**src/pkg/ssx_cfg.svh**
```systemverilog
// Constants for the subtract/swap/xor datapath
`ifndef SSX_CFG_SVH
`define SSX_CFG_SVH
`define SSX_ADR_CTRL    8'h00
`define SSX_ADR_OPER    8'h04
`define SSX_ADR_ACC     8'h08
`define SSX_ADR_FILE    8'h0C
`define SSX_ADR_STAT    8'h10
`define SSX_ADR_LAST    8'h10
`define SSX_FB_CARRY    0
`define SSX_FB_NIBC     1
`define SSX_FB_ZERO     2
`define SSX_FB_BUSY     3
`define SSX_OB_OP_LO    0
`define SSX_OB_OP_HI    1
`define SSX_OB_DEST     2
`define SSX_OB_ADR_LO   8
`define SSX_OB_ADR_HI   14
`define SSX_OB_LIT_LO   16
`define SSX_OB_LIT_HI   23
`define SSX_CB_GO       0
`define SSX_RST_BYTE    8'h00
`define SSX_RST_OPER    24'h00_0000
`define SSX_FILE_DEPTH  128
`endif

```
**src/pkg/ssx_pkg.sv**
```systemverilog
// Types for the subtract/swap/xor datapath
package ssx_pkg;
	typedef enum logic [1:0] {
		SSX_SUB_ACC_FROM_FILE   = 2'h0,
		SSX_NIBBLE_EXCHANGE_OP  = 2'h1,
		SSX_XOR_LITERAL_INTO_ACC = 2'h2,
		SSX_XOR_ACC_WITH_FILE   = 2'h3
	} ssx_op_t;
	typedef enum logic [1:0] {
		SSX_IDLE  = 2'b00,
		SSX_FETCH = 2'b01,
		SSX_EXEC  = 2'b11
	} ssx_state_t;
endpackage

```
**src/pkg/ssx_alu_if.sv**
```systemverilog
// Carrier between sequencer and arithmetic unit
`timescale 1ns/10ps
interface ssx_alu_if;
	import ssx_pkg::*;
	ssx_op_t    op;
	logic [7:0] acc;
	logic [7:0] fval;
	logic [7:0] lit;
	logic [7:0] res;
	logic       carry;
	logic       nibc;
	logic       zero;
	logic       wr_c;
	logic       wr_dc;
	modport core (output op, output acc, output fval, output lit,
		input res, input carry, input nibc, input zero, input wr_c, input wr_dc);
	modport alu  (input op, input acc, input fval, input lit,
		output res, output carry, output nibc, output zero, output wr_c, output wr_dc);
endinterface

```
**src/core/ssx_alu.sv**
```systemverilog
// Combinational arithmetic for the four operations
`timescale 1ns/10ps
module ssx_alu
	import ssx_pkg::*;
(
	ssx_alu_if.alu a
);
	// ----------------------------------------
	// Helpers
	// ----------------------------------------
	// Subtraction f - w with borrow-free carries
	function automatic logic [9:0] sub_fw(input logic [7:0] f, input logic [7:0] w);
		logic [8:0] full;
		logic [4:0] low;
		full = {1'b0, f} + {1'b0, ~w} + 9'h001;
		low  = {1'b0, f[3:0]} + {1'b0, ~w[3:0]} + 5'h01;
		sub_fw = {full[8], low[4], full[7:0]};
	endfunction
	logic [9:0] sub_w;
	assign sub_w = sub_fw(a.fval, a.acc);

	// Result and flag selection
	always_comb begin
		a.res   = a.fval;
		a.carry = sub_w[9];
		a.nibc  = sub_w[8];
		a.wr_c  = 1'b0;
		a.wr_dc = 1'b0;
		case (a.op)
			SSX_SUB_ACC_FROM_FILE: begin
				a.res   = sub_w[7:0];
				a.wr_c  = 1'b1;
				a.wr_dc = 1'b1;
			end
			SSX_NIBBLE_EXCHANGE_OP: begin
				a.res = {a.fval[3:0], a.fval[7:4]};
			end
			SSX_XOR_LITERAL_INTO_ACC: begin
				a.res = a.acc ^ a.lit;
			end
			SSX_XOR_ACC_WITH_FILE: begin
				a.res = a.acc ^ a.fval;
			end
			default: begin
				a.res = a.fval;
			end
		endcase
	end
	assign a.zero = (a.res == 8'h00);
endmodule

```
**src/core/ssx_core.sv**
```systemverilog
// Subtract/swap/xor execution datapath with Wishbone register slave
// Functional notes
// - Subtract computes file minus accumulator
// - Destination bit picks accumulator or file
// - Subtract updates carry, nibble carry, zero
// - Swap exchanges file register nibbles
// - Swap leaves every flag unchanged
// - Swap result routed by destination bit
// - Literal xor writes accumulator only
// - File xor routed by destination bit
// - Both xors update zero only
// - Seven-bit file address plus destination bit
//
// Our own choices: the Wishbone interface to the registers and the register offsets.
`timescale 1ns/10ps
`include "ssx_cfg.svh"
module ssx_core
	import ssx_pkg::*;
(
	input  wire logic        clk_i,
	input  wire logic        rst_i,
	input  wire logic        cyc_i,
	input  wire logic        stb_i,
	input  wire logic        we_i,
	input  wire logic [7:0]  adr_i,
	input  wire logic [3:0]  sel_i,
	input  wire logic [31:0] dat_i,
	output logic      [31:0] dat_o,
	output logic             ack_o,
	output logic             err_o,
	output logic             busy_o
);
	// ----------------------------------------
	// Storage
	// ----------------------------------------
	logic [7:0]  file_mem [0:`SSX_FILE_DEPTH-1];
	logic [7:0]  acc_r;
	logic [23:0] oper_r;
	logic        carry_r;
	logic        nibc_r;
	logic        zero_r;
	logic [7:0]  fval_r;
	ssx_state_t  state_r;
	logic        ack_r;
	logic        err_r;
	logic [31:0] dat_r;

	// Operand fields
	ssx_op_t     op_w;
	logic        dest_w;
	logic [6:0]  fadr_w;
	logic [7:0]  lit_w;
	// seven-bit address and one destination bit
	assign op_w   = ssx_op_t'(oper_r[`SSX_OB_OP_HI:`SSX_OB_OP_LO]);
	assign dest_w = oper_r[`SSX_OB_DEST];
	assign fadr_w = oper_r[`SSX_OB_ADR_HI:`SSX_OB_ADR_LO];
	assign lit_w  = oper_r[`SSX_OB_LIT_HI:`SSX_OB_LIT_LO];

	// ----------------------------------------
	// Bus decode
	// ----------------------------------------
	logic req_w;
	logic wr_w;
	logic hit_w;
	logic go_w;
	logic idle_w;
	assign req_w  = cyc_i && stb_i && !ack_r && !err_r;
	assign hit_w  = (adr_i[1:0] == 2'b00) && (adr_i <= `SSX_ADR_LAST);
	assign wr_w   = req_w && hit_w && we_i;
	assign idle_w = (state_r == SSX_IDLE);
	assign go_w   = wr_w && sel_i[0] && (adr_i == `SSX_ADR_CTRL)
		&& dat_i[`SSX_CB_GO] && idle_w;

	// Byte-lane merge for an 8-bit register in lane 0
	function automatic logic [7:0] lane0(input logic [7:0] old, input logic [3:0] sel,
		input logic [31:0] d);
		lane0 = sel[0] ? d[7:0] : old;
	endfunction

	// ----------------------------------------
	// Arithmetic unit
	// ----------------------------------------
	ssx_alu_if alu_bus ();
	assign alu_bus.op   = op_w;
	assign alu_bus.acc  = acc_r;
	assign alu_bus.fval = fval_r;
	assign alu_bus.lit  = lit_w;
	ssx_alu u_alu (
		.a (alu_bus.alu)
	);

	// ----------------------------------------
	// Sequencer
	// ----------------------------------------
	// Fetch reads the file register a cycle ahead of the operation
	always_ff @(posedge clk_i) begin
		if (rst_i) begin
			state_r <= SSX_IDLE;
		end else begin
			case (state_r)
				SSX_IDLE:  state_r <= go_w ? SSX_FETCH : SSX_IDLE;
				SSX_FETCH: state_r <= SSX_EXEC;
				SSX_EXEC:  state_r <= SSX_IDLE;
				default:   state_r <= SSX_IDLE;
			endcase
		end
	end

	// File operand latch
	always_ff @(posedge clk_i) begin
		if (rst_i) begin
			fval_r <= `SSX_RST_BYTE;
		end else if (state_r == SSX_FETCH) begin
			fval_r <= file_mem[fadr_w];
		end
	end

	logic exec_w;
	logic to_file_w;
	assign exec_w = (state_r == SSX_EXEC);
	// result to file only when destination is one
	// literal xor never writes the file
	assign to_file_w = exec_w && dest_w && (op_w != SSX_XOR_LITERAL_INTO_ACC);

	// ----------------------------------------
	// Accumulator
	// ----------------------------------------
	always_ff @(posedge clk_i) begin
		if (rst_i) begin
			acc_r <= `SSX_RST_BYTE;
		end else if (exec_w && !to_file_w) begin
			acc_r <= alu_bus.res;
		end else if (wr_w && idle_w && adr_i == `SSX_ADR_ACC) begin
			acc_r <= lane0(acc_r, sel_i, dat_i);
		end
	end

	// ----------------------------------------
	// File registers
	// ----------------------------------------
	// Software writes the file through a window addressed by the operand address
	always_ff @(posedge clk_i) begin
		if (to_file_w) begin
			file_mem[fadr_w] <= alu_bus.res;
		end else if (wr_w && idle_w && sel_i[0] && adr_i == `SSX_ADR_FILE) begin
			file_mem[fadr_w] <= dat_i[7:0];
		end
	end

	// ----------------------------------------
	// Status flags
	// ----------------------------------------
	// subtract loads carry and nibble carry
	always_ff @(posedge clk_i) begin
		if (rst_i) begin
			carry_r <= 1'b0;
			nibc_r  <= 1'b0;
		end else if (exec_w && alu_bus.wr_c) begin
			carry_r <= alu_bus.carry;
			nibc_r  <= alu_bus.nibc;
		end else if (wr_w && idle_w && sel_i[0] && adr_i == `SSX_ADR_STAT) begin
			carry_r <= dat_i[`SSX_FB_CARRY];
			nibc_r  <= dat_i[`SSX_FB_NIBC];
		end
	end

	// xor and subtract load zero; swap does not
	always_ff @(posedge clk_i) begin
		if (rst_i) begin
			zero_r <= 1'b0;
		end else if (exec_w && op_w != SSX_NIBBLE_EXCHANGE_OP) begin
			zero_r <= alu_bus.zero;
		end else if (wr_w && idle_w && sel_i[0] && adr_i == `SSX_ADR_STAT) begin
			zero_r <= dat_i[`SSX_FB_ZERO];
		end
	end

	// ----------------------------------------
	// Operand register
	// ----------------------------------------
	// Writes are refused while an operation runs so the fields stay stable
	always_ff @(posedge clk_i) begin
		if (rst_i) begin
			oper_r <= `SSX_RST_OPER;
		end else if (wr_w && idle_w && adr_i == `SSX_ADR_OPER) begin
			if (sel_i[0]) oper_r[7:0]   <= dat_i[7:0];
			if (sel_i[1]) oper_r[15:8]  <= dat_i[15:8];
			if (sel_i[2]) oper_r[23:16] <= dat_i[23:16];
		end
	end

	// ----------------------------------------
	// Bus answer
	// ----------------------------------------
	// One-cycle registered ack; unmapped addresses answer err
	always_ff @(posedge clk_i) begin
		if (rst_i) begin
			ack_r <= 1'b0;
			err_r <= 1'b0;
		end else begin
			ack_r <= req_w && hit_w;
			err_r <= req_w && !hit_w;
		end
	end

	// Read data
	always_ff @(posedge clk_i) begin
		if (rst_i) begin
			dat_r <= 32'h0000_0000;
		end else if (req_w && !we_i) begin
			case (adr_i)
				`SSX_ADR_CTRL: dat_r <= {31'h0000_0000, !idle_w};
				`SSX_ADR_OPER: dat_r <= {8'h00, oper_r};
				`SSX_ADR_ACC:  dat_r <= {24'h00_0000, acc_r};
				`SSX_ADR_FILE: dat_r <= {24'h00_0000, file_mem[fadr_w]};
				`SSX_ADR_STAT: dat_r <= {28'h000_0000, !idle_w, zero_r, nibc_r, carry_r};
				default:       dat_r <= 32'h0000_0000;
			endcase
		end
	end

	assign dat_o  = dat_r;
	assign ack_o  = ack_r;
	assign err_o  = err_r;
	assign busy_o = !idle_w;
endmodule

```
**config.mk**
```make
export PLATFORM = sky130hd
export DESIGN_NAME = ssx_core
export DESIGN_NICKNAME = d
export VERILOG_FILES = /design/src/pkg/ssx_pkg.sv /design/src/pkg/ssx_alu_if.sv /design/src/core/ssx_alu.sv /design/src/core/ssx_core.sv
export VERILOG_INCLUDE_DIRS = /design/src /design/src/pkg
export SDC_FILE = /design/constraint.sdc
export NUM_CORES = 1
export LEC_CHECK = 0
export ABC_AREA = 1
export BUFFER_PORTS_ARGS = -buffer_cell sky130_fd_sc_hd__clkbuf_2
export CAP_MARGIN = 20
export CORE_ASPECT_RATIO = 0.8
export CORE_MARGIN = 2
export CORE_UTILIZATION = 35
export CTS_BUF_LIST = sky130_fd_sc_hd__clkbuf_16
export DETAILED_ROUTE_END_ITERATION = 6
export GPL_TIMING_DRIVEN = 0
export PLACE_DENSITY_LB_ADDON = 0.25
export RECOVER_POWER = 25
export SLEW_MARGIN = 0
export SYNTH_ARGS = -nofsm -noshare
export SYNTH_HDL_FRONTEND = slang
export SYNTH_SLANG_ARGS = --single-unit
```
**constraint.sdc**
```tcl
create_clock -name clk_i -period 12.13 [get_ports clk_i]
set_input_delay 3.0325 -clock clk_i [delete_from_list [all_inputs] [get_ports clk_i]]
set_output_delay 3.0325 -clock clk_i [all_outputs]
set_load 0.005 [all_outputs]
```
## Word level (Yosys, flattened, before mapping)

Memories as Yosys holds them, arrays and structs flattened. A register that Yosys moved wholly into a read port is not among the register bits.
Cells that the tools add are included.

| word-level totals | value |
|---|---|
| register bits after elaboration | 79 |
| bits in writable memories | 1024 |
| input bits | 49 |
| output and inout port bits | 35 |
| logic and storage cells | 98 |
| memories | 1 |

| cells by class | value |
|---|---|
| add/sub/neg operators | 4 |
| $lt $le $gt $ge | 1 |
| equal/unequal tests | 11 |
| mux-type cells | 22 |
| bitwise logic cells | 5 |
| reductions and logical operators | 42 |

Memory list:

| memory | words | bits a word | rd ports | clocked after Yosys merged registers in | write ports | RTL line | text |
|---|---|---|---|---|---|---|---|
| file_mem | 128 | 8 | 1 | 1 | 1 | ssx_core.sv:36 | `` logic [7:0] file_mem [0:`SSX_FILE_DEPTH-1]; `` |

Operators by type and width:

| cell | count |
|---|---|
| $pmux W24 S5 | 1 |
| $mux W8 | 4 |
| $pmux W8 S4 | 1 |
| $logic_and A1 B1 Y1 | 23 |
| $eq A8 B4 Y1 const B | 2 |
| $logic_not A8 Y1 | 2 |
| $xor A8 B8 Y8 | 2 |
| $mux W7 | 2 |
| $mux W1 | 13 |
| $add A8 B8 Y9 | 1 |
| $add A9 B1 Y9 const B | 1 |
| $eq A8 B3 Y1 const B | 1 |
| $eq A8 B5 Y1 const B | 1 |
| $le A8 B5 Y1 const B | 1 |
| $not A8 Y8 | 1 |
| $reduce_and A2 Y1 | 4 |
| $reduce_bool A2 Y1 | 4 |
| $eq A2 B2 Y1 const B | 3 |
| $logic_not A1 Y1 | 6 |
| $logic_not A2 Y1 | 3 |
| $add A4 B4 Y5 | 1 |
| $add A5 B1 Y5 const B | 1 |
| $eq A2 B1 Y1 const B | 2 |
| $not A4 Y4 | 1 |
| other kinds (4) | 4 |

## Logic depth before layout (Yosys ltp)

| depth | value |
|---|---|
| depth in word-level cells | 12 |
| gate-level depth with buffers | 18 |
| gate-level depth less buffers | 18 |

## Modules after synthesis

A second synthesis with hierarchy kept.

| unflattened totals | value |
|---|---|
| cells, all modules | 4151 |
| area total of the unflattened synthesis | 46011.6 um^2 |

Modules (own cells, without submodules):

| module | times used | cells an instance | area each (um^2) | sequential area each (um^2) |
|---|---|---|---|---|
| ssx_core | 1 | 3980 | 45127.0 | 32311.0 |
| ssx_alu | 1 | 171 | 884.6 | 0.0 |

## Least setup slack after synthesis

Ideal clock, no wire load.

| timing path | value |
|---|---|
| path kind | input to register |
| from | in adr_i[6] |
| to | mem file_mem[0][2], data pin |
| library setup time | 1.198 ns |
| arrival | 9.053 ns |
| data required time | 10.932 ns |
| setup slack | 1.879 ns |
| stages | 10 |
| path buffers | 1 |
| cells stage by stage | nor2_1 nand3_2 inv_1 nand2_1 nand2_2 nand3_1 nor2_2 nand3_2 clkbuf_1 o21ai_0 |

| between the ends | value |
|---|---|
| word-level cells in the longest chain between the ends | 11 |
| elaborated cells on any way between the ends | 12 |
| those cells by class | order compare (1); eq/ne (1); mux (4); reduce/logical (6) |

RTL lines:

| item | RTL line | text |
|---|---|---|
| start: declaration | ssx_core.sv:25 | `input wire logic [7:0] adr_i,` |
| $le A8 B5 Y1 (no source line) | -- |  |
| $logic_and A1 B1 Y1 | ssx_core.sv:68 | `` assign hit_w = (adr_i[1:0] == 2'b00) && (adr_i <= `SSX_ADR_LAST); `` |
| $logic_and A1 B1 Y1 (2 in series) | ssx_core.sv:69 | `assign wr_w = req_w && hit_w && we_i;` |
| $logic_and A1 B1 Y1 (2 in series) | ssx_core.sv:145 | `` end else if (wr_w && idle_w && sel_i[0] && adr_i == `SSX_ADR_FILE) begin `` |
| $logic_and A1 B1 Y1 (no source line) (*) | -- |  |
| $mux W1 (*) | ssx_core.sv:145 |  |
| $mux W1 (*) | ssx_core.sv:143 | `if (to_file_w) begin` |
| $mux W1 (implied by the code) (*) | ssx_core.sv:146 | `file_mem[fadr_w] <= dat_i[7:0];` |
| $mux W8 (no source line) (*) | -- |  |
| end: declaration | ssx_core.sv:36 |  |

Every way passes the cells marked *; elsewhere a longest branch is shown, timed or not.

## Final worst setup path

| timing path | value |
|---|---|
| from | in adr_i[1] |
| to | mem file_mem[10][6], data pin |

| between the ends | value |
|---|---|
| word-level cells in the longest chain between the ends | 11 |
| elaborated cells on any way between the ends | 13 |
| those cells by class | order compare (1); eq/ne (1); mux (4); reduce/logical (7) |

RTL lines:

| item | RTL line |
|---|---|
| $le A8 B5 Y1 (no source line) / $logic_not A2 Y1 (equally long branches) | -- |
| $logic_and A1 B1 Y1 | ssx_core.sv:68 |
| $logic_and A1 B1 Y1 (2 in series) | ssx_core.sv:69 |
| $logic_and A1 B1 Y1 (2 in series) | ssx_core.sv:145 |
| $logic_and A1 B1 Y1 (no source line) (*) | -- |
| $mux W1 (*) | ssx_core.sv:145 |
| $mux W1 (*) | ssx_core.sv:143 |
| $mux W1 (implied by the code) (*) | ssx_core.sv:146 |
| $mux W8 (no source line) (*) | -- |

Marks and branches as above.

==> metrics <==
die footprint 133000 µm²; arrival time worst endpoint 7.72 ns; grt ovf 0; Worst Path Max Fanout 23; GR peak layer met1; syn avg cell area 11.1 µm²; area grow syn2layout 14.2%; DR pass1 iterations 6; Peak VDD IR 0.102 mV; CTS H-tree lvls 3; Max Freq 128 MHz; M3 GR Usage 8.10%; Pwr per Cell Area 142 nW/µm²; Tightest Pin Transition 4.04 ns; largest net degree at the start of global routing 37; Leak 18.6 nW; status complete, but fails checks; final instance area 52100 µm²; Rows 118; # IOs 84; commonest non-fill, non-tap cell in the layout nand2_1; Pins Over Slew Limit 227; Syn Inst Count 4108; CTS sink cnt 1102; clock slew at reported path FFs 0.06 ns; post-detailed-route via-to-cell ratio 5.50; RSZ-0062 raised after global routing false; detailed-route via count 33900; GRT Util Overall 24.3%; wire per inst 27.0 µm; met1 GRT Util 37.0%; port bufs 65; Min Hold Slack 0.464 ns; critical path launch point adr_i[1]; failing checks capacitance limit, slew limit; Iteration-0 DRC Markers 4981; post-layout min period 7.79 ns; DP Area 49100 µm²; initial antenna violation count 11; Worst setup EP type flip-flop; Hold Path Class reg2reg; post-synth cell types 42; reg2reg start state_r[1]; Fin Clk Skew 0.0192 ns; max_cap viols 11; drt total wl 166 mm; Die H 327 µm; Netlist Area Pre-Place 45600 µm²; setup TNS 0 ns; Critical Path RT 12.06 ns; CTS max path bufs 3; die width 408 µm; starting density of the core 35.3%; remaining antenna violation count 0; sequential fraction of the synthesis area 70.8%; vias in the first global route 30000; DRC Markers 0; Final Setup Violations 0; cts hold-fix bufs 0; layout cell share with drive strength beyond 1 8.79%; #FFs+latches synth 1102; area leader, netlist edfxtp_1; post-CTS resize count 0; met2 Use GR 32.8%; CTS tree done; setup bufs post-CTS 0; clock root cell clkbuf_16; post-DP HPWL 119 mm; CP startpoint kind input port; share of the synthesized area in the top cell type 67.4%; top cells by area, synth edfxtp_1 67%, nand3_1 11%, nand2_1 10%, dfxtp_1 3.4%, nor2_1 1.5%; Final Hold Fails 0; hold_sp dat_o[17]; total number of yosys warnings 0; layout net count 4383; Worst Path Class, Setup in2reg; relative slew slack -172%; latest clock arrival within the worst-skew pair 0.72 ns; core area 129000 µm²; fin crit share 64.2%; commonest non-fill, non-tap cells in the layout 1271 x nand2_1, 1024 x edfxtp_1, 981 x nand3_1; TritonCTS Buffers 104; first-pass GRT wire length 231 mm; RePlAce Congestion 1.00
-- area by class of cell --
cell class | count | area, µm²
antenna | 3 | 7.51
inverter | 92 | 347
clock inverter | 87 | 611
multi-input combinational | 2664 | 11700
fill | 12600 | 77300
buffer | 257 | 1240
sequential | 1102 | 32300
tap | 1740 | 2180
clock buffer | 110 | 2750
timing repair buffer | 104 | 1020
-- flip-flops by register name (all words and copies together), names as in the netlist, named ones only --
signal        flops
dat_o            24
zero_r            1
alu_bus.fval      8
oper_r           24
state_r           2
file_mem       1024
acc_r             8
err_o             1
nibc_r            1
carry_r           1
ack_o             1
-- cells by family (layout without fill, tap and decap cells) --
family                     count (synthesis)  in the layout  share of synthesized area, %
DFF                                     1102           1102                          70.8
other                                      1             11                       0.00822
buffers and inverters                    349            650                          3.54
and+or+nand+nor                         2490           2490                          23.5
adders and majority gates                  9              9                         0.263
AOI/OAI and AO/OA                        150            150                          1.75
xor gates and xnor gates                   7              7                         0.134
-- stage by stage --
step,util (%),setup slack [ns],total power [mW],instances
finish,40.3,4.34,7.38,6159
global route,40.3,3.98,7.53,6156
CTS,40.5,6.34,7.39,6154
detailed placement,37.9,5.62,4.19,5957
global placement,37.2,-8.45,4.19,5920
floorplan,-,1.88,4.18,4115
-- Yosys cell counts --
library cell,instances
nand2_1,1263
edfxtp_1,1024
nand3_1,975
nor2_1,182
buf_2,133
inv_1,84
dfxtp_1,78
a21oi_1,73
clkbuf_1,59
o21ai_0,47
nor3_1,39
buf_1,36
buf_4,20
o21ai_1,10
nand2_2,9
buf_6,8
ha_1,8
nand3_2,7
nor2_2,7
o22ai_1,6
xor2_1,6
a221oi_1,4
inv_2,4
a31oi_1,3
clkinv_1,3
nand4_1,3
nor3_2,2
a211oi_1,1
a31o_2,1
and3_1,1
clkbuf_2,1
clkinv_2,1
conb_1,1
fa_1,1
nor2_4,1
o211ai_1,1
o21ai_2,1
o221ai_1,1
o2bb2ai_1,1
o311ai_0,1
or2_2,1
xnor2_1,1
-- report_power, final --
part	switching, mW	internal, mW	total (mW)
sequential	0.0000807	4.09	4.09
clock	1.48	1.79	3.27
combinational	0.0157	0.00838	0.0240
-- path summary, 6_finish.rpt --
| check | slack (ns) | cells after the start | end |
|---|---|---|---|
| setup / recovery | 4.34 | 11 | file_mem[10][6] |
| hold / removal | 0.46 | 2 | dat_o[17] |
| setup reg to reg | 6.67 | 6 | file_mem[10][6] |
| hold reg to reg | 0.46 | 2 | dat_o[17] |
-- worst max-delay path, stage by stage --
cell and delay, ns:
clkbuf_2 0.08, nor2_1 0.17, nand2_1 0.09, nor2_1 0.13, nand2_1 0.13, nand2_1 0.12
nand3_1 0.11, nor2_2 0.10, nand3_1 0.29, clkbuf_1 0.38, o21ai_0 3.04
-- routing by layer --
metal  share of wire (%)  vias up
met2                  40     1894
met1                  45    16900
li1                    -    14900
met4                 2.5        4
met3                  13      253
met5               0.075        -
(Power assumes the default switching activity.)
